<file path="src/common/dct_pkg.sv">
// Overview of operation
// A 400 ns qualification timer is counted from the system clock.
// Reset starts in bus free; B busy/select pass to A; free after 400 ns.
// Arbitration drives busy both ways; select on either side enters select 1; timeout clears.
// Select 1 holds the winner-side latch from entry and keeps the reconnect latch transparent.
// A B-side winner talking to the B side keeps select 1 throughout.
// B-only transfer ending with bus free moves select 1 to arbitration.
// Select 2 only for opposite-side initiator and target; reconnect latch closes.
// Reconnect latch one means reselection, zero means selection.
// Winner on B in selection: A drives ACK/ATN/SEL, B drives target group.
// Winner latch zero reverses every control-line direction except RST.
// Data drive force tells data transceivers to ignore direction and negate.
// Data direction output follows the I/O bus signal.
// Selection moves select 2 straight to transfer with equal directions.
// Reselection waits for SEL release, then transfer reverses BSY direction.
// Select 2 keeps data drive force low; transfer asserts it.
// Transfer holds through all phases, leaves to arbitration on bus free.
// Drivers stay on after release until the 400 ns state change.
// Timeout pin driven high in reset and idle; timing starts by releasing it.
// Low threshold re-enables driver; timeout declared once pin is high again.
// Bus reset on one side is driven to the other; origin latched.
// Origin release drops the driver; direction held until both sides clear.
// Filtered clear resets the controller but not the bus reset latch.
// Bus inputs pass through synchronizers; transitions evaluated every clock.
// The 400 ns timer restarts whenever B-side busy or select reasserts.
package dct_pkg;

  // ==========================================================================
  // Timing
  localparam int CLK_PERIOD_NS = 10;
  localparam int BUS_FREE_NS = 400;
  localparam int BUS_FREE_CYC =
    (BUS_FREE_NS + CLK_PERIOD_NS - 1) / CLK_PERIOD_NS;

  // ==========================================================================
  // Register map
  localparam logic [11:0] ADDR_CTRL = 12'h000;
  localparam logic [11:0] ADDR_STATUS = 12'h004;
  localparam logic [31:0] CTRL_RESET = 32'h0000_0000;
  localparam int CTRL_SOFT_CLR_BIT = 0;
  localparam int ST_STATE_LSB = 0;
  localparam int ST_WINNER_BIT = 4;
  localparam int ST_RECONN_BIT = 5;
  localparam int ST_RSTDIR_LSB = 6;
  localparam int ST_TMO_LSB = 8;
  localparam int ST_FORCE_BIT = 10;
  localparam int ST_FREE_BIT = 11;

  // ==========================================================================
  // Types
  typedef enum logic [2:0] {
    ST_BUS_FREE = 3'b000,
    ST_ARB = 3'b001,
    ST_SEL1 = 3'b010,
    ST_SEL2 = 3'b011,
    ST_XFER = 3'b100
  } dct_state_e;

  typedef enum logic [1:0] {
    TMO_IDLE = 2'b00,
    TMO_RUN = 2'b01,
    TMO_RECOVER = 2'b10
  } dct_tmo_e;

  typedef enum logic [1:0] {
    RDIR_NONE = 2'b00,
    RDIR_FROM_A = 2'b01,
    RDIR_FROM_B = 2'b10
  } dct_rstdir_e;

  // One bit per SCSI control line, asserted level is 1.
  typedef struct packed {
    logic bsy;
    logic sel;
    logic rst;
    logic atn;
    logic ack;
    logic req;
    logic msg;
    logic cd;
    logic io;
  } dct_ctl_s;

endpackage : dct_pkg

</file>
<file path="src/design/dct_idle_timer.sv">
module dct_idle_timer
  import dct_pkg::*;
#(
  parameter int CYCLES = BUS_FREE_CYC
) (
  input wire logic clk_sys,
  input wire logic resetn,
  input wire logic idle,
  output logic qualified
);

  localparam int CW = $clog2(CYCLES + 1);
  localparam logic [CW-1:0] LAST = CW'(CYCLES - 1);

  logic [CW-1:0] count_r;
  logic [CW-1:0] count_nxt;
  logic qualified_nxt;

  // Any reassertion throws away the partial interval.
  assign count_nxt = !idle ? '0 :
                     (count_r == LAST) ? count_r : count_r + 1'b1;
  assign qualified_nxt = idle && (count_r == LAST);

  always_ff @(posedge clk_sys) begin
    if (!resetn) begin
      count_r <= '0;
      qualified <= 1'b0;
    end else begin
      count_r <= count_nxt;
      qualified <= qualified_nxt;
    end
  end

endmodule : dct_idle_timer

</file>
<file path="src/design/dct_top.sv">
module dct_top
  import dct_pkg::*;
#(
  parameter int FREE_CYCLES = BUS_FREE_CYC
) (
  input wire logic clk_sys,
  input wire logic resetn,
  input wire logic psel,
  input wire logic penable,
  input wire logic pwrite,
  input wire logic [11:0] paddr,
  input wire logic [31:0] pwdata,
  output logic [31:0] prdata,
  output logic pready,
  output logic pslverr,
  input wire dct_ctl_s aSideIn,
  output dct_ctl_s aSideOut,
  output dct_ctl_s aSideOeN,
  input wire dct_ctl_s bSideIn,
  output dct_ctl_s bSideOut,
  output dct_ctl_s bSideOeN,
  input wire logic timeoutIn,
  output logic timeoutOut,
  output logic timeoutOeN,
  input wire logic filteredClearIn,
  output logic dataDriveForce,
  output logic dataDirectionOut
);

  // ==========================================================================
  // Input synchronisers
  dct_ctl_s aMeta_r;
  dct_ctl_s aSync_r;
  dct_ctl_s bMeta_r;
  dct_ctl_s bSync_r;
  logic tmoMeta_r;
  logic tmoSync_r;

  always_ff @(posedge clk_sys) begin
    if (!resetn) begin
      aMeta_r <= '0;
      aSync_r <= '0;
      bMeta_r <= '0;
      bSync_r <= '0;
      tmoMeta_r <= 1'b1;
      tmoSync_r <= 1'b1;
    end else begin
      aMeta_r <= aSideIn;
      aSync_r <= aMeta_r;
      bMeta_r <= bSideIn;
      bSync_r <= bMeta_r;
      tmoMeta_r <= timeoutIn;
      tmoSync_r <= tmoMeta_r;
    end
  end

  // ==========================================================================
  // Register file
  logic [31:0] ctrl_r;
  logic accessPhase;
  logic accessDone;
  logic hitCtrl;
  logic hitStatus;
  logic [31:0] statusWord;
  logic [31:0] readWord;
  logic softClear;

  assign accessPhase = psel && penable;
  assign accessDone = accessPhase && pready;
  assign hitCtrl = (paddr == ADDR_CTRL);
  assign hitStatus = (paddr == ADDR_STATUS);
  assign readWord = hitCtrl ? ctrl_r : hitStatus ? statusWord : 32'h0000_0000;
  assign softClear = ctrl_r[CTRL_SOFT_CLR_BIT];

  // The slave inserts one wait state so that read data is always registered.
  always_ff @(posedge clk_sys) begin
    if (!resetn) begin
      ctrl_r <= CTRL_RESET;
      pready <= 1'b0;
      prdata <= 32'h0000_0000;
      pslverr <= 1'b0;
    end else begin
      pready <= accessPhase && !pready;
      prdata <= (accessPhase && !pready && !pwrite) ? readWord : 32'h0000_0000;
      pslverr <= accessPhase && !pready && !(hitCtrl || hitStatus);
      if (accessDone && pwrite && hitCtrl) begin
        ctrl_r <= pwdata;
      end
    end
  end

  // ==========================================================================
  // Bus free qualification
  logic bIdle;
  logic busFree;

  assign bIdle = !bSync_r.bsy && !bSync_r.sel;

  dct_idle_timer #(
    .CYCLES(FREE_CYCLES)
  ) u_free_timer (
    .clk_sys(clk_sys),
    .resetn(resetn),
    .idle(bIdle),
    .qualified(busFree)
  );

  // ==========================================================================
  // Controller state, latches and arbitration timeout
  dct_state_e state_r;
  dct_state_e state_nxt;
  dct_tmo_e tmo_r;
  dct_tmo_e tmo_nxt;
  logic winner_r;
  logic winner_nxt;
  logic reconn_r;
  logic reconn_nxt;
  logic timeoutEvent;
  logic ctlClear;
  logic ioLevel;

  assign ctlClear = filteredClearIn || softClear;
  assign ioLevel = aSync_r.io || bSync_r.io;
  assign timeoutEvent = (tmo_r == TMO_RECOVER) && tmoSync_r;

  always_comb begin
    tmo_nxt = TMO_IDLE;
    if (state_r == ST_ARB) begin
      case (tmo_r)
        TMO_IDLE: tmo_nxt = TMO_RUN;
        TMO_RUN: tmo_nxt = tmoSync_r ? TMO_RUN : TMO_RECOVER;
        TMO_RECOVER: tmo_nxt = tmoSync_r ? TMO_IDLE : TMO_RECOVER;
        default: tmo_nxt = TMO_IDLE;
      endcase
    end
  end

  always_comb begin
    state_nxt = state_r;
    winner_nxt = winner_r;
    reconn_nxt = reconn_r;
    case (state_r)
      ST_BUS_FREE: begin
        if (busFree) begin
          state_nxt = ST_ARB;
        end
      end
      ST_ARB: begin
        if (aSync_r.sel || bSync_r.sel) begin
          state_nxt = ST_SEL1;
          // Nobody drives select in arbitration, so this is a clean sample.
          winner_nxt = bSync_r.sel;
        end else if (timeoutEvent) begin
          state_nxt = ST_BUS_FREE;
        end
      end
      ST_SEL1: begin
        // Our own select drive onto B echoes back through the line, so the
        // winner is held from entry instead of flipping on that echo.
        winner_nxt = winner_r;
        reconn_nxt = ioLevel;
        // A B-side winner stays here while the object is also on B.
        if (winner_r && aSync_r.bsy && !bSync_r.bsy) begin
          state_nxt = ST_SEL2;
        end else if (!winner_r && bSync_r.bsy && !aSync_r.bsy) begin
          state_nxt = ST_SEL2;
        end else if (busFree) begin
          state_nxt = ST_ARB;
        end else begin
          state_nxt = ST_SEL1;
        end
      end
      ST_SEL2: begin
        if (!reconn_r) begin
          state_nxt = ST_XFER;
        end else if (!aSync_r.sel && !bSync_r.sel) begin
          state_nxt = ST_XFER;
        end
      end
      ST_XFER: begin
        if (busFree) begin
          state_nxt = ST_ARB;
        end
      end
      default: state_nxt = ST_BUS_FREE;
    endcase
    if (ctlClear) begin
      state_nxt = ST_BUS_FREE;
      winner_nxt = 1'b0;
      reconn_nxt = 1'b0;
    end
  end

  always_ff @(posedge clk_sys) begin
    if (!resetn) begin
      state_r <= ST_BUS_FREE;
      tmo_r <= TMO_IDLE;
      winner_r <= 1'b0;
      reconn_r <= 1'b0;
    end else begin
      state_r <= state_nxt;
      tmo_r <= ctlClear ? TMO_IDLE : tmo_nxt;
      winner_r <= winner_nxt;
      reconn_r <= reconn_nxt;
    end
  end

  // ==========================================================================
  // Bus reset direction latch, untouched by the controller clear
  dct_rstdir_e rstDir_r;
  dct_rstdir_e rstDir_nxt;

  always_comb begin
    rstDir_nxt = rstDir_r;
    case (rstDir_r)
      RDIR_NONE: begin
        if (aSync_r.rst) begin
          rstDir_nxt = RDIR_FROM_A;
        end else if (bSync_r.rst) begin
          rstDir_nxt = RDIR_FROM_B;
        end
      end
      RDIR_FROM_A, RDIR_FROM_B: begin
        if (!aSync_r.rst && !bSync_r.rst) begin
          rstDir_nxt = RDIR_NONE;
        end
      end
      default: rstDir_nxt = RDIR_NONE;
    endcase
  end

  always_ff @(posedge clk_sys) begin
    if (!resetn) begin
      rstDir_r <= RDIR_NONE;
    end else begin
      rstDir_r <= rstDir_nxt;
    end
  end

  // ==========================================================================
  // Driver directions
  dct_ctl_s enA;
  dct_ctl_s enB;
  dct_ctl_s valA;
  dct_ctl_s valB;
  logic initOnB;
  logic bsyOnB;
  logic inConnect;
  logic busyEither;

  // Selection: initiator is the winner; reselection: it is the other side.
  assign initOnB = winner_r ^ reconn_r;
  // During reselection select 2 the initiator's BSY goes to the target side.
  assign bsyOnB = initOnB ^ ((state_nxt == ST_SEL2) && reconn_r);
  assign inConnect = (state_nxt == ST_SEL2) || (state_nxt == ST_XFER);
  assign busyEither = aSync_r.bsy || bSync_r.bsy;

  always_comb begin
    enA = '0;
    enB = '0;
    valA = bSync_r;
    valB = aSync_r;
    // Directions follow the next state, so drivers drop at the state change.
    case (state_nxt)
      ST_BUS_FREE: begin
        enA.bsy = 1'b1;
        enA.sel = 1'b1;
      end
      ST_ARB: begin
        enA.bsy = 1'b1;
        enB.bsy = 1'b1;
        valA.bsy = busyEither;
        valB.bsy = busyEither;
      end
      ST_SEL1: begin
        if (winner_nxt) begin
          enA = '1;
        end else begin
          enB = '1;
        end
        enA.bsy = 1'b0;
        enB.bsy = 1'b0;
      end
      default: begin
        if (inConnect) begin
          // Target group toward the initiator side, initiator group away.
          enB.req = initOnB;
          enB.msg = initOnB;
          enB.cd = initOnB;
          enB.io = initOnB;
          enA.ack = initOnB;
          enA.atn = initOnB;
          enA.sel = initOnB;
          enA.req = !initOnB;
          enA.msg = !initOnB;
          enA.cd = !initOnB;
          enA.io = !initOnB;
          enB.ack = !initOnB;
          enB.atn = !initOnB;
          enB.sel = !initOnB;
          enB.bsy = bsyOnB;
          enA.bsy = !bsyOnB;
        end
      end
    endcase
    enA.rst = (rstDir_nxt == RDIR_FROM_B) && bSync_r.rst;
    enB.rst = (rstDir_nxt == RDIR_FROM_A) && aSync_r.rst;
    valA.rst = 1'b1;
    valB.rst = 1'b1;
  end

  // ==========================================================================
  // Registered pin drive
  always_ff @(posedge clk_sys) begin
    if (!resetn) begin
      aSideOut <= '0;
      bSideOut <= '0;
      aSideOeN <= '1;
      bSideOeN <= '1;
      timeoutOut <= 1'b1;
      timeoutOeN <= 1'b0;
      dataDriveForce <= 1'b0;
      dataDirectionOut <= 1'b0;
    end else begin
      aSideOut <= valA;
      bSideOut <= valB;
      aSideOeN <= ~enA;
      bSideOeN <= ~enB;
      timeoutOut <= 1'b1;
      timeoutOeN <= (tmo_nxt == TMO_RUN) && !ctlClear;
      dataDriveForce <= (state_nxt == ST_XFER);
      dataDirectionOut <= ioLevel;
    end
  end

  // ==========================================================================
  // Status word
  always_comb begin
    statusWord = 32'h0000_0000;
    statusWord[ST_STATE_LSB +: 3] = state_r;
    statusWord[ST_WINNER_BIT] = winner_r;
    statusWord[ST_RECONN_BIT] = reconn_r;
    statusWord[ST_RSTDIR_LSB +: 2] = rstDir_r;
    statusWord[ST_TMO_LSB +: 2] = tmo_r;
    statusWord[ST_FORCE_BIT] = dataDriveForce;
    statusWord[ST_FREE_BIT] = busFree;
  end

endmodule : dct_top

</file>
<file path="config.mk">
export PLATFORM = sky130hd
export DESIGN_NAME = dct_top
export DESIGN_NICKNAME = d
export VERILOG_FILES = /design/src/common/dct_pkg.sv /design/src/design/dct_idle_timer.sv /design/src/design/dct_top.sv
export SDC_FILE = /design/constraint.sdc
export NUM_CORES = 1
export LEC_CHECK = 0
export BUFFER_PORTS_ARGS = -buffer_cell sky130_fd_sc_hd__buf_2
export CAP_MARGIN = 20
export CELL_PAD_IN_SITES_DETAIL_PLACEMENT = 0
export CELL_PAD_IN_SITES_GLOBAL_PLACEMENT = 1
export CORE_AREA = 2 2 113 115
export DETAILED_ROUTE_END_ITERATION = 6
export DIE_AREA = 0 0 115 117
export GPL_TIMING_DRIVEN = 0
export PLACE_DENSITY = 0.8
export SYNTH_ARGS = -nofsm -noshare
export SYNTH_HDL_FRONTEND = slang
export SYNTH_HIERARCHICAL = 1
export SYNTH_SLANG_ARGS = --single-unit
</file>
<file path="constraint.sdc">
create_clock -name clk_sys -period 2.47 [get_ports clk_sys]
set_input_delay 0.247 -clock clk_sys [delete_from_list [all_inputs] [get_ports clk_sys]]
set_output_delay 0.247 -clock clk_sys [all_outputs]
set_load 0.05 [all_outputs]
</file>
Yosys cells after proc, flatten, opt, wreduce, memory -nomap -nowiden
Cells that the tools add are included.
{"block": "word_totals", "mem_bits_rw": 0, "latchBits": 0, "inputBits": 69, "word_cells": 201, "out_inout_bits": 74, "rom_bits": 0, "mem_count": 0, "register_bits": 159}
{"block": "op_classes", "div_mod_pow": 0, "mux": 39, "shift": 0, "multipliers": 0, "n_bitwise": 5, "eq_ne": 17, "addsub": 1, "n_reduce_logical": 51, "order_cmp": 0}
{"operator": "32-bit two-way mux", "n": 1}
{"operator": "6-bit one-hot mux with 2 select lines", "n": 2}
{"operator": "2-bit two-way mux", "n": 11}
{"operator": "1-bit logical AND", "n": 20}
{"operator": "3-bit two-way mux", "n": 6}
{"operator": "9-bit inverter", "n": 2}
{"operator": "8-bit two-way mux", "n": 2}
{"operator": "7-bit two-way mux", "n": 2}
{"operator": "1-bit zero test", "n": 13}
{"operator": "12-bit by 3-bit equality test with 1-bit output, second input constant", "n": 1}
{"operator": "3-bit by 2-bit equality test with 1-bit output, second input constant", "n": 4}
{"operator": "12-bit zero test", "n": 1}
{"operator": "12-bit two-way mux", "n": 1}
{"operator": "6-bit two-way mux", "n": 2}
{"operator": "3-bit one-hot mux with 4 select lines", "n": 1}
{"operator": "2-bit OR reduction", "n": 5}
{"operator": "2-bit by 1-bit equality test with 1-bit output, second input constant", "n": 4}
{"operator": "6-bit by 1-bit adder with 6-bit output, second input constant", "n": 1}
{"operator": "2-bit equality test, second input constant", "n": 3}
{"operator": "3-bit by 1-bit equality test with 1-bit output, second input constant", "n": 2}
{"operator": "3-bit equality test, second input constant", "n": 2}
{"operator": "6-bit equality test, second input constant", "n": 1}
{"operator": "3-bit zero test", "n": 2}
{"operator": "1-bit logical OR", "n": 6}
{"operator": "9 further kinds", "n": 18}

Depth between registers and ports, before layout
Gate-level depths: netlist (run 1).
{"block": "depth", "ltp_word": 14, "depth_mapped": 8, "ltp_nobuf": 8}

Hierarchy
Netlist (run 1), hierarchy kept.
{"mod": "dct_top", "cells_per_inst": 461, "n_inst": 1, "seq_area_each_um2": 2842.7, "area_each_um2": 4757.1}
{"mod": "dct_idle_timer", "cells_per_inst": 33, "n_inst": 1, "seq_area_each_um2": 140.1, "area_each_um2": 316.6}

Least setup slack after synthesis (run 1)
Ideal clock, no wire load.
{"block": "synth_path", "path_kind": "register to register", "startpoint": "register state_r[1]", "endpoint": "register aSideOeN[3] (netlist name)", "path_stages_with_launch": 8, "t_required_ps": 2344, "path_slack_ps": 837, "period_less_slack_ps": 1633, "setup_ps": 126, "arrival_ps": 1507, "n_path_buf": 1, "path_cell_list": "dfxtp_1 -> buf_2 -> nor3b_2 -> o31ai_1 -> o21a_1 -> nor4_2 -> a22o_1 -> o21ai_1"}
{"block": "synth_via", "elab_chain_len": 9, "elab_cells_between_ends": 26, "cone_classes": "eq/ne (8); mux (12); bitwise (1); reduce/logical (5)"}
{"item": "start: declaration", "line": "dct_top.sv:110", "text": "dct_state_e state_r;"}
{"item": "start signal: assignment", "line": "dct_top.sv:201", "text": "state_r <= state_nxt;"}
{"item": "3-bit equality test, or another cell as far along", "line": "dct_top.sv:142", "text": "case (state_r)"}
{"item": "2-bit OR reduction (no line), or another cell as far along"}
{"item": "3-bit one-hot mux with 4 select lines", "line": "dct_top.sv:142"}
{"item": "3-bit two-way mux", "line": "dct_top.sv:187", "text": "if (ctlClear) begin"}
{"item": "3-bit by 2-bit equality test with 1-bit output / 3-bit equality test (equally long branches)", "line": "dct_top.sv:255", "text": "assign inConnect = (state_nxt == ST_SEL2) || (state_nxt == ST_XFER);"}
{"item": "1-bit logical OR", "line": "dct_top.sv:255"}
{"item": "6-bit two-way mux", "line": "dct_top.sv:285", "text": "if (inConnect) begin"}
{"item": "6-bit one-hot mux with 2 select lines *", "line": "dct_top.sv:264", "text": "case (state_nxt)"}
{"item": "9-bit inverter *", "line": "dct_top.sv:327", "text": "aSideOeN <= ~enA;"}
{"item": "end signal: assignment", "line": "dct_top.sv:327"}
{"item": "end: declaration", "line": "dct_top.sv:18", "text": "output dct_ctl_s aSideOeN,"}
Mark *: on every way between the ends. The rest lies on a longest branch, timed or not.
A chain may end at the register's enable or synchronous reset.

Worst setup path in the final report (run 1)
{"block": "layout_path", "startpoint": "register reconn_r", "endpoint": "register aSideOeN[7] (netlist name)"}
{"block": "layout_via", "elab_chain_len": 8, "elab_cells_between_ends": 13, "cone_classes": "eq/ne (4); mux (5); bitwise (2); reduce/logical (2)"}
{"item": "start: declaration", "line": "dct_top.sv:116", "text": "logic reconn_r;"}
{"item": "start signal: assignment", "line": "dct_top.sv:204", "text": "reconn_r <= reconn_nxt;"}
{"item": "3-bit two-way mux", "line": "dct_top.sv:174", "text": "if (!reconn_r) begin"}
{"item": "3-bit one-hot mux with 4 select lines", "line": "dct_top.sv:142"}
{"item": "3-bit two-way mux", "line": "dct_top.sv:187"}
{"item": "3-bit by 2-bit equality test with 1-bit output / 3-bit equality test (equally long branches)", "line": "dct_top.sv:255"}
{"item": "1-bit logical OR", "line": "dct_top.sv:255"}
{"item": "2-bit two-way mux", "line": "dct_top.sv:285"}
{"item": "1-bit one-hot mux with 3 select lines *", "line": "dct_top.sv:264"}
{"item": "9-bit inverter *", "line": "dct_top.sv:327"}
Marked as above.

==> flow_summary.json, run 1 <==
{
  "crit_required_ns": 2.77,
  "synth_edf_count": 0,
  "min_period_ns": 2.04,
  "grt_max_degree": 17,
  "hpwl_um": 7640,
  "fin_crit_sh": 0.825,
  "synthesis.nets": 566,
  "critPathSlowestCell": "dfxtp_1",
  "regToRegSetupSlack_ns": 0.43,
  "setup_ws_ns": 0.431,
  "fmax_ghz": 0.491,
  "cts.sinks": 149,
  "drc": 0,
  "finalSetupViolations": 0,
  "pre_cts_slack_ns": 0.395,
  "fin_area_um2": 6560,
  "swShare": 0.207,
  "dieArea_um2": 13500,
  "fin_skew_ns": 0.00471,
  "crit_fanout": 8,
  "path_class": "reg -> reg",
  "initial_core_util": 0.412,
  "wirelength_um": 10600,
  "fillers": 1139,
  "cpPeakStageDelay_ns": 0.49,
  "dr.pass1.iters": 7,
  "ir_drop_mv": 0.415,
  "syn2layout_area_growth_pct": 29.2,
  "outcome": "completed",
  "nNetsFinal": 727,
  "postPlaceCellArea_um2": 5970,
  "powerDensity_nw_per_um2": 797,
  "crit_buf_inv": 0,
  "drtIter0Drc": 189,
  "maxCapViolCount": 0,
  "route.vias.total": 3810,
  "finalHoldViolCount": 0,
  "async_flop_share": 0,
  "r2r_cells": 6,
  "num_rows": 41,
  "cts_tree": "yes",
  "synth-seq-cells": 149,
  "p_clk_frac": 0.485,
  "ys_seq_area_frac": 0.588,
  "antennaDiodeCount": 0,
  "worstHoldStart": "aSideIn[1]",
  "ys_warn_count": 6,
  "clk_latency_ns": 0.42,
  "rr_startpoint": "reconn_r$_SDFFE_PP0P_",
  "die_h_um": 117,
  "rr_endpoint": "aSideOeN[7]$_SDFF_PN1_",
  "synthDistinctLibCells": 57,
  "hold_end": "aMeta_r[1]$_SDFF_PN0_",
  "synthFlopType": "dfxtp_1",
  "path_cells": "o21ai_1 > a32oi_2 > nand4_2 > nor4_2 > a22o_1 > a21oi_1",
  "grt.total_usage": 0.166,
  "cts_resized": 0,
  "maxSlewHeadroom": 0.560,
  "cts_buffers": 17,
  "hold_path_depth": 2,
  "die_x_um": 115,
  "io_pins": 143,
  "cp.arrival_ns": 2.34,
  "switchingPower_uw": 1080,
  "leakage_uw": 0.00284,
  "cts_hold_buf": 1,
  "cts_root_buf": "clkbuf_16",
  "cts.htree.levels": 4,
  "cts_setup_buffers": 0,
  "worst_pin_slew_ns": 0.656,
  "cts_buffer_depth": 2,
  "antenna_left": 0,
  "gp_congestion": 0.800,
  "layout-drive-gt1-share": 0.308,
  "p_seq_frac": 0.472,
  "report.final.slew_viol_count": 0,
  "min-delay-path-class": "in -> reg",
  "synth_area_um2": 5070,
  "synth_cells": 494,
  "start_kind": "register",
  "grt_pass1_wl_um": 17200,
  "vias_per_cell": 4.67,
  "synth_area_per_cell_um2": 10.3,
  "p_comb_frac": 0.043,
  "rsz0062_at_grt": "false",
  "path_delay_family": "compound AO/OA/AOI/OAI gates",
  "clk_pin_slew_ns": 0.06,
  "grt_overflow": 0,
  "p_int_uw": 4150,
  "grt_pass1_vias": 3677,
  "port_buffers": 141,
  "antenna_found_initial": 0,
  "design.core.area_um2": 12300,
  "finalSetupTns_ns": 0,
  "cp-end-kind": "register",
  "wire_per_inst_um": 13.0
}
-- worst max-delay path by stage --
stage	depth (start not counted)	endpoint	slack, ns	start
floorplan	7	aSideOeN[3]$_SDFF_PN1_	0.84	state_r[1]$_SDFF_PN0_
global placement	6	prdata[25]$_SDFF_PN0_	0.48	paddr[10]
detailed placement	6	prdata[26]$_SDFF_PN0_	0.39	paddr[10]
CTS	6	aSideOeN[7]$_SDFF_PN1_	0.45	reconn_r$_SDFFE_PP0P_
global route	6	aSideOeN[3]$_SDFF_PN1_	0.25	reconn_r$_SDFFE_PP0P_
finish	6	aSideOeN[7]$_SDFF_PN1_	0.43	reconn_r$_SDFFE_PP0P_
-- flip-flops by register name (all words and copies together) (netlist names), 5 cells and up --
signal,flops
prdata,32
aSync_r,9
u_free_timer/count_r,6
aMeta_r,9
bMeta_r,9
bSync_r,9
ctrl_r,32
bSideOut,8
aSideOut,9
aSideOeN,5
-- metrics by stage --
step | instances | utilization | power [uW] | hold slack, ns
3_3_place_gp | 785 | 0.485 | 2740 | 0.392
2_1_floorplan | 494 | - | 2650 | 0.275
5_1_grt | 816 | 0.533 | 5430 | 0.0225
4_1_cts | 816 | 0.533 | 5280 | 0.0163
6_report | 816 | 0.533 | 5230 | 0.0329
3_5_place_dp | 785 | 0.485 | 2750 | 0.396
-- power by group through the flow --
stage / registers [uW] / clock network (uW) / logic, uW
detailed placement: 2520 / 0 / 225
CTS: 2470 / 2590 / 227
floorplan: 2560 / 0 / 90.3
finish: 2470 / 2530 / 225
global route: 2470 / 2710 / 250
global placement: 2520 / 0 / 222
-- cell usage in the layout, fill, tap and decap left out, types with 3 or more instances in the layout --
cell type	Yosys	layout
buf_2	8	149
dfxtp_1	149	149
nand2_1	75	75
and2_1	74	74
a21boi_1	30	30
nor2_1	17	17
clkbuf_16	0	17
clkbuf_1	12	15
a22o_1	12	12
buf_4	11	11
a21oi_1	10	10
inv_1	7	7
nor3_1	6	6
nand3_1	6	6
nor2b_1	6	6
nand2b_1	4	4
a31oi_1	3	3
buf_6	3	3
o21ai_0	3	3
nand3b_1	3	3
ha_1	3	3
bufinv_16	0	3
clkinv_2	0	3
-- worst register-to-register path, stage by stage (launching register included) --
cell and delay [ns]:
dfxtp_1 0.49, o21ai_1 0.18, a32oi_2 0.46, nand4_2 0.20, nor4_2 0.25, a22o_1 0.26, a21oi_1 0.09
-- layout make-up --
type | count | area [um2] | share of cell area
clock inverters | 9 | 129 | 0.0197
well taps | 150 | 188 | 0.0286
repair buffers | 142 | 716 | 0.109
multi-input cells | 304 | 1860 | 0.284
inverters | 7 | 26.3 | 0.00401
plain buffers | 34 | 201 | 0.0307
flip-flops and latches | 149 | 2980 | 0.455
clock buffers | 21 | 450 | 0.0687
-- Yosys cell counts, types with 7 or more instances --
master | n | share of area
dfxtp_1 | 149 | 0.59
nand2_1 | 75 | 0.055
and2_1 | 74 | 0.091
a21boi_1 | 30 | 0.044
nor2_1 | 17 | 0.013
a22o_1 | 12 | 0.021
clkbuf_1 | 12 | 0.0089
buf_4 | 11 | 0.016
a21oi_1 | 10 | 0.0099
buf_2 | 8 | 0.0079
inv_1 | 7 | 0.0052
-- logic make-up (layout without fill, tap and decap cells) --
group / count (synthesis) / count (layout) / synth area share
AND/OR/NAND/NOR: 215 / 215 / 0.232
flip-flops: 149 / 149 / 0.588
AO/OA/AOI/OAI: 79 / 79 / 0.116
buffers and inverters: 41 / 213 / 0.0449
XOR/XNOR: 4 / 4 / 0.00691
adder cells (fa/ha/maj): 3 / 3 / 0.00740
multiplexers: 2 / 2 / 0.00395
other: 1 / 1 / 0.000739
-- per-layer routing --
| metal | wire length, um | part of all wire | up-vias | track usage |
|---|---|---|---|---|
| met5 | 0 | 0 | - | 0 |
| met4 | 180 | 0.017 | 0 | 0.0739 |
| met3 | 759 | 0.072 | 18 | 0.0628 |
| met2 | 4820 | 0.46 | 128 | 0.272 |
| met1 | 4830 | 0.46 | 1711 | 0.194 |
| li1 | - | - | 1953 | - |
No activity file was read; power rests on OpenSTA's default activity.
==> run 2, diff against run 1 <==
- CORE_AREA: 2 2 113 115 -> 2 2 124 126
- DIE_AREA: 0 0 115 117 -> 0 0 126 128
- PLACE_DENSITY: 0.8 -> 0.7
- clock period: 2.47 -> 1.8 ns (I/O delays scaled with it)
==> run 2 against run 1 <==
Against the previous run: sequential share of layout area fell by 3.2 points; sequential cell count unchanged; combinational power up 65%; die area increased by 20%; worst setup slack worse by 0.35 ns; first-iteration DRC count shrank 31%; clock-buffer cell count down 3; sequential power rose by 37%; hold slack lost 0.020 ns; critical path depth up 1; register-to-register slack got worse by 0.35 ns; critical endpoint is now aSideOeN[3]$_SDFF_PN1_; largest cell class unchanged.
==> flow_summary.json, run 2 (same netlist as run 1, synthesis figures left out) <==
{
  "final_cell_mix": "buf_2, dfxtp_1, nand2_1, and2_1, dlygate4sd3_1",
  "finalHoldViolCount": 0,
  "p_seq_frac": 0.469,
  "cts_tree": "yes",
  "cts.sinks": 149,
  "switchingPower_uw": 1590,
  "grt_pass1_vias": 3914,
  "hold_slack_ns": 0.0125,
  "wirelength_um": 11100,
  "maxSlewHeadroom": 0.655,
  "die_h_um": 128,
  "design.core.area_um2": 14900,
  "min-delay-path-class": "in -> reg",
  "cpPeakStageDelay_ns": 0.30,
  "port_buffers": 141,
  "grt_pass1_wl_um": 18000,
  "initial_core_util": 0.341,
  "p_int_uw": 5630,
  "fin_crit_sh": 0.957,
  "vias_per_cell": 4.40,
  "gp_congestion": 0.791,
  "antennaDiodeCount": 0,
  "leakage_uw": 0.00302,
  "route.vias.total": 3940,
  "ir_drop_mv": 0.630,
  "cts.htree.levels": 4,
  "use_met2": 0.237,
  "cts_buffers": 17,
  "die_x_um": 126,
  "clk_pin_slew_ns": 0.06,
  "dp_cells": 823,
  "power_uw": 7220,
  "grt.total_usage": 0.141,
  "worst_pin_slew_ns": 0.517,
  "grt_use_met3": 0.0584,
  "cp.arrival_ns": 2.02,
  "final_common_cell": "buf_2",
  "cts_buffer_depth": 2,
  "finalSetupViolations": 0,
  "path_class": "reg -> reg",
  "hpwl_um": 8170,
  "dieArea_um2": 16100,
  "start_kind": "register",
  "swShare": 0.220,
  "reg_top3": "ctrl_r (32), prdata (32)",
  "antenna_left": 0,
  "p_comb_frac": 0.052,
  "final_cells": 895,
  "grt_overflow": 0,
  "dr.pass1.iters": 4,
  "min_period_ns": 1.72,
  "p_clk_frac": 0.480,
  "busiest_layer": "met2",
  "io_pins": 143,
  "cts_root_buf": "clkbuf_16",
  "num_rows": 45,
  "met1_usage": 0.161,
  "outcome": "completed",
  "report.final.slew_viol_count": 0,
  "drc": 0,
  "syn2layout_area_growth_pct": 39.2,
  "cp-end-kind": "register",
  "powerDensity_nw_per_um2": 1020,
  "maxCapViolCount": 0,
  "path_cells": "clkbuf_4 > nor3b_4 > o31ai_1 > o21a_2 > nor4_4 > a22o_1 > o21ai_1",
  "drtIter0Drc": 130,
  "rsz0062_at_grt": "true",
  "finalSetupTns_ns": 0,
  "fmax_ghz": 0.580,
  "crit_required_ns": 2.10,
  "layout-drive-gt1-share": 0.313,
  "utilization": 0.475,
  "crit_fanout": 8,
  "wire_per_inst_um": 12.5,
  "grt_max_degree": 17,
  "fin_skew_ns": 0.00655,
  "antenna_found_initial": 0,
  "critPathSlowestCell": "dfxtp_1",
  "nNetsFinal": 766,
  "clk_latency_ns": 0.42
}
[run 2: cell count changes in the layout (fill, tap and decap cells not counted), sizes merged]
cell	before	now
dlygate4sd3	1	37
clkinv	3	9
buf	163	166
clkbuf	33	30
bufinv	3	2
clkinvlp	2	1
inv	8	9
[run 2: critical path: cells and delay by family (launching register included)]
kind	cells	cell delay [ns]
buffers and inverters	1	0.19
AO/OA/AOI/OAI	4	0.61
AND/OR/NAND/NOR	2	0.51
flip-flops	1	0.30
[run 2: timing repair]
| action | CTS | global route |
|---|---|---|
| cloned | 0 | 0 |
| endpoints found under the hold margin | 37 | 0 |
| pin swaps | 1 | 4 |
| gates resized for setup | 5 | 10 |
| buffers inserted | 2 | 1 |
| endpoints found under the setup margin | 6 | 35 |
| hold buffers | 37 | 0 |
[run 2: cell type report]
type,instances,area [um2]
timing repair buffer,181,1100
tap,188,235
clock buffer,18,439
clock inverter,14,153
multi-input combinational,304,1920
sequential,149,2990
buffer,34,204
fill,1405,7800
inverter,7,26.3
[run 2: metal layers]
layer  vias to the layer above  routed length, um
met5                         -                  0
met4                         0                155
met3                        12                846
met2                       118               5200
met1                      1775               4940
li1                       2035                  -
[run 2: stage by stage]
step,setup WS [ns],area (um2)
floorplan,0.167,5070
global placement,-0.139,6010
detailed placement,-0.214,6010
CTS,0.0209,7010
global route,-0.0229,7060
finish,0.0766,7060
[run 2: power groups by stage]
stage / Clock (uW) / Sequential (uW) / Combinational, uW
2_1_floorplan: 0 / 3510 / 124
3_3_place_gp: 0 / 3460 / 302
3_5_place_dp: 0 / 3460 / 310
4_1_cts: 3550 / 3390 / 373
5_1_grt: 3690 / 3390 / 410
6_report: 3460 / 3390 / 372
[run 2: worst paths after layout]
| kind | startpoint | to | slack, ns | cells after the start |
|---|---|---|---|---|
| min reg2reg | tmoMeta_r$_SDFF_PN1_ | tmoSync_r$_SDFF_PN1_ | 0.41 | 1 |
| max reg2reg | state_r[1]$_SDFF_PN0_ | aSideOeN[3]$_SDFF_PN1_ | 0.08 | 7 |
| max | state_r[1]$_SDFF_PN0_ | aSideOeN[3]$_SDFF_PN1_ | 0.08 | 7 |
| min | pwdata[25] | ctrl_r[25]$_SDFFE_PN0P_ | 0.01 | 3 |
==> run 3, diff against run 2 <==
- PLACE_DENSITY: 0.7 -> 0.78
==> run 3 against run 2 <==
Against the previous run: sequential cell count did not move; critical path type unchanged; non-clock buffer count shrank 2; clock power grew 11%; die area is the same; cell count down 0.22%; utilization rose by 0.38 points; global-route usage increased by 0.29 points; final area grew 0.80%; hold slack better by 0.0085 ns.
==> flow_summary.json, run 3 (same netlist as run 1, synthesis figures left out) <==
{
  "outcome": "completed",
  "drtIter0Drc": 169,
  "cp.arrival_ns": 2.05,
  "wire_per_inst_um": 12.9,
  "syn2layout_area_growth_pct": 40.3,
  "grt_pass1_wl_um": 18400,
  "nNetsFinal": 764,
  "cpPeakStageDelay_ns": 0.33,
  "fin_skew_ns": 0.0190,
  "path_cells": "buf_6 > nor3b_4 > o31ai_2 > o21a_2 > nor4_4 > a22o_1 > o21ai_1",
  "cts_buffer_depth": 2,
  "finalHoldViolCount": 0,
  "antennaDiodeCount": 0,
  "num_rows": 45,
  "final_cell_mix": "buf_2, dfxtp_1, nand2_1, and2_1, dlygate4sd3_1",
  "dr.pass1.iters": 5,
  "cts_root_buf": "clkbuf_16",
  "wirelength_um": 11500,
  "antenna_left": 0,
  "design.core.area_um2": 14900,
  "regToRegSetupSlack_ns": 0.05,
  "hold_slack_ns": 0.0210,
  "finalSetupViolations": 0,
  "cts_tree": "yes",
  "crit_start": "state_r[1]$_SDFF_PN0_",
  "clk_latency_ns": 0.42,
  "route.vias.total": 3958,
  "fillers": 1364,
  "rsz0062_at_grt": "true",
  "cts.sinks": 149,
  "layout-drive-gt1-share": 0.313,
  "ir_drop_mv": 0.794,
  "hold_end": "ctrl_r[25]$_SDFFE_PN0P_",
  "rr_endpoint": "aSideOeN[3]$_SDFF_PN1_",
  "crit_fanout": 8,
  "io_pins": 143,
  "cts.htree.levels": 4,
  "worst_pin_slew_ns": 0.570,
  "initial_core_util": 0.341,
  "finalSetupTns_ns": 0,
  "r2r_cells": 7,
  "port_buffers": 141,
  "min-delay-path-class": "in -> reg",
  "worstHoldStart": "pwdata[25]",
  "start_kind": "register",
  "report.final.slew_viol_count": 0,
  "fmax_ghz": 0.571,
  "hpwl_um": 8140,
  "reg_top3": "ctrl_r (32), prdata (32)",
  "grt.total_usage": 0.144,
  "cts_buffers": 17,
  "rr_startpoint": "state_r[1]$_SDFF_PN0_",
  "maxCapViolCount": 0,
  "maxSlewHeadroom": 0.617,
  "fin_crit_sh": 0.974,
  "dieArea_um2": 16100,
  "grt_pass1_vias": 3962,
  "powerDensity_nw_per_um2": 1070,
  "gp_congestion": 0.779,
  "critPathSlowestCell": "dfxtp_1",
  "die_h_um": 128,
  "leakage_uw": 0.00305,
  "grt_overflow": 0,
  "vias_per_cell": 4.43,
  "crit_required_ns": 2.10,
  "die_x_um": 126,
  "final_common_cell": "buf_2",
  "hold_path_depth": 3,
  "clk_pin_slew_ns": 0.06,
  "min_period_ns": 1.75,
  "cp-end-kind": "register",
  "antenna_found_initial": 0,
  "grt_max_degree": 17,
  "drc": 0,
  "path_class": "reg -> reg"
}
-- run 3: repair_timing --
action | 4_1_cts | 5_1_grt
buffers inserted | 2 | 3
gates resized for setup | 2 | 15
hold buffers | 33 | 0
pin swaps | 1 | 4
endpoints found under the hold margin | 33 | 0
endpoints found under the setup margin | 5 | 37
-- run 3: cell type report --
cell class                      instances  area (um2)  share of cell area
Sequential cell                       149        2990               0.420
Inverter                                7        26.3             0.00369
Tap cell                              188         235              0.0330
Clock inverter                         12         201              0.0283
Buffer                                 34         208              0.0292
Timing Repair Buffer                  179        1070               0.151
Clock buffer                           20         457              0.0641
Multi-Input combinational cell        304        1930               0.271
-- run 3: worst max path at each step --
stage                                         to  slack [ns]  cells past startpoint
final                     aSideOeN[3]$_SDFF_PN1_        0.05                      7
after global routing      aSideOeN[3]$_SDFF_PN1_       -0.02                      7
after CTS                 aSideOeN[3]$_SDFF_PN1_        0.01                      7
after detailed placement   prdata[28]$_SDFF_PN0_       -0.16                      6
after global placement    aSideOeN[3]$_SDFF_PN1_       -0.12                      6
after floorplan           aSideOeN[3]$_SDFF_PN1_        0.17                      7
-- run 3: critical path, delay by kind of cell, from the launching register on --
kind / cells / cell delay (ns)
compound gates: 4 / 0.62
buf+inv: 1 / 0.14
flops: 1 / 0.33
simple gates: 2 / 0.55
-- run 3: layer usage --
| metal | track usage | up-vias | routed length, um |
|---|---|---|---|
| met2 | 0.241 | 130 | 5440 |
| li1 | - | 2021 | - |
| met3 | 0.0518 | 20 | 800 |
| met1 | 0.166 | 1787 | 5010 |
| met5 | 0 | - | 0 |
| met4 | 0.0646 | 0 | 237 |
-- run 3: per-stage QoR --
stage	instances	setup WS (ns)	util	area, um2	power, uW
floorplan	494	0.167	-	5070	3640
global placement	823	-0.120	0.405	6010	3760
detailed placement	823	-0.165	0.405	6010	3770
CTS	890	0.00987	0.473	7030	7690
global route	893	-0.0236	0.479	7120	7880
finish	893	0.0476	0.479	7120	7600
-- run 3: report_power, final --
| part | internal (uW) | total [uW] | switching [uW] |
|---|---|---|---|
| Combinational | 179 | 367 | 188 |
| Clock | 2530 | 3850 | 1320 |
| Sequential | 3360 | 3390 | 25.8 |
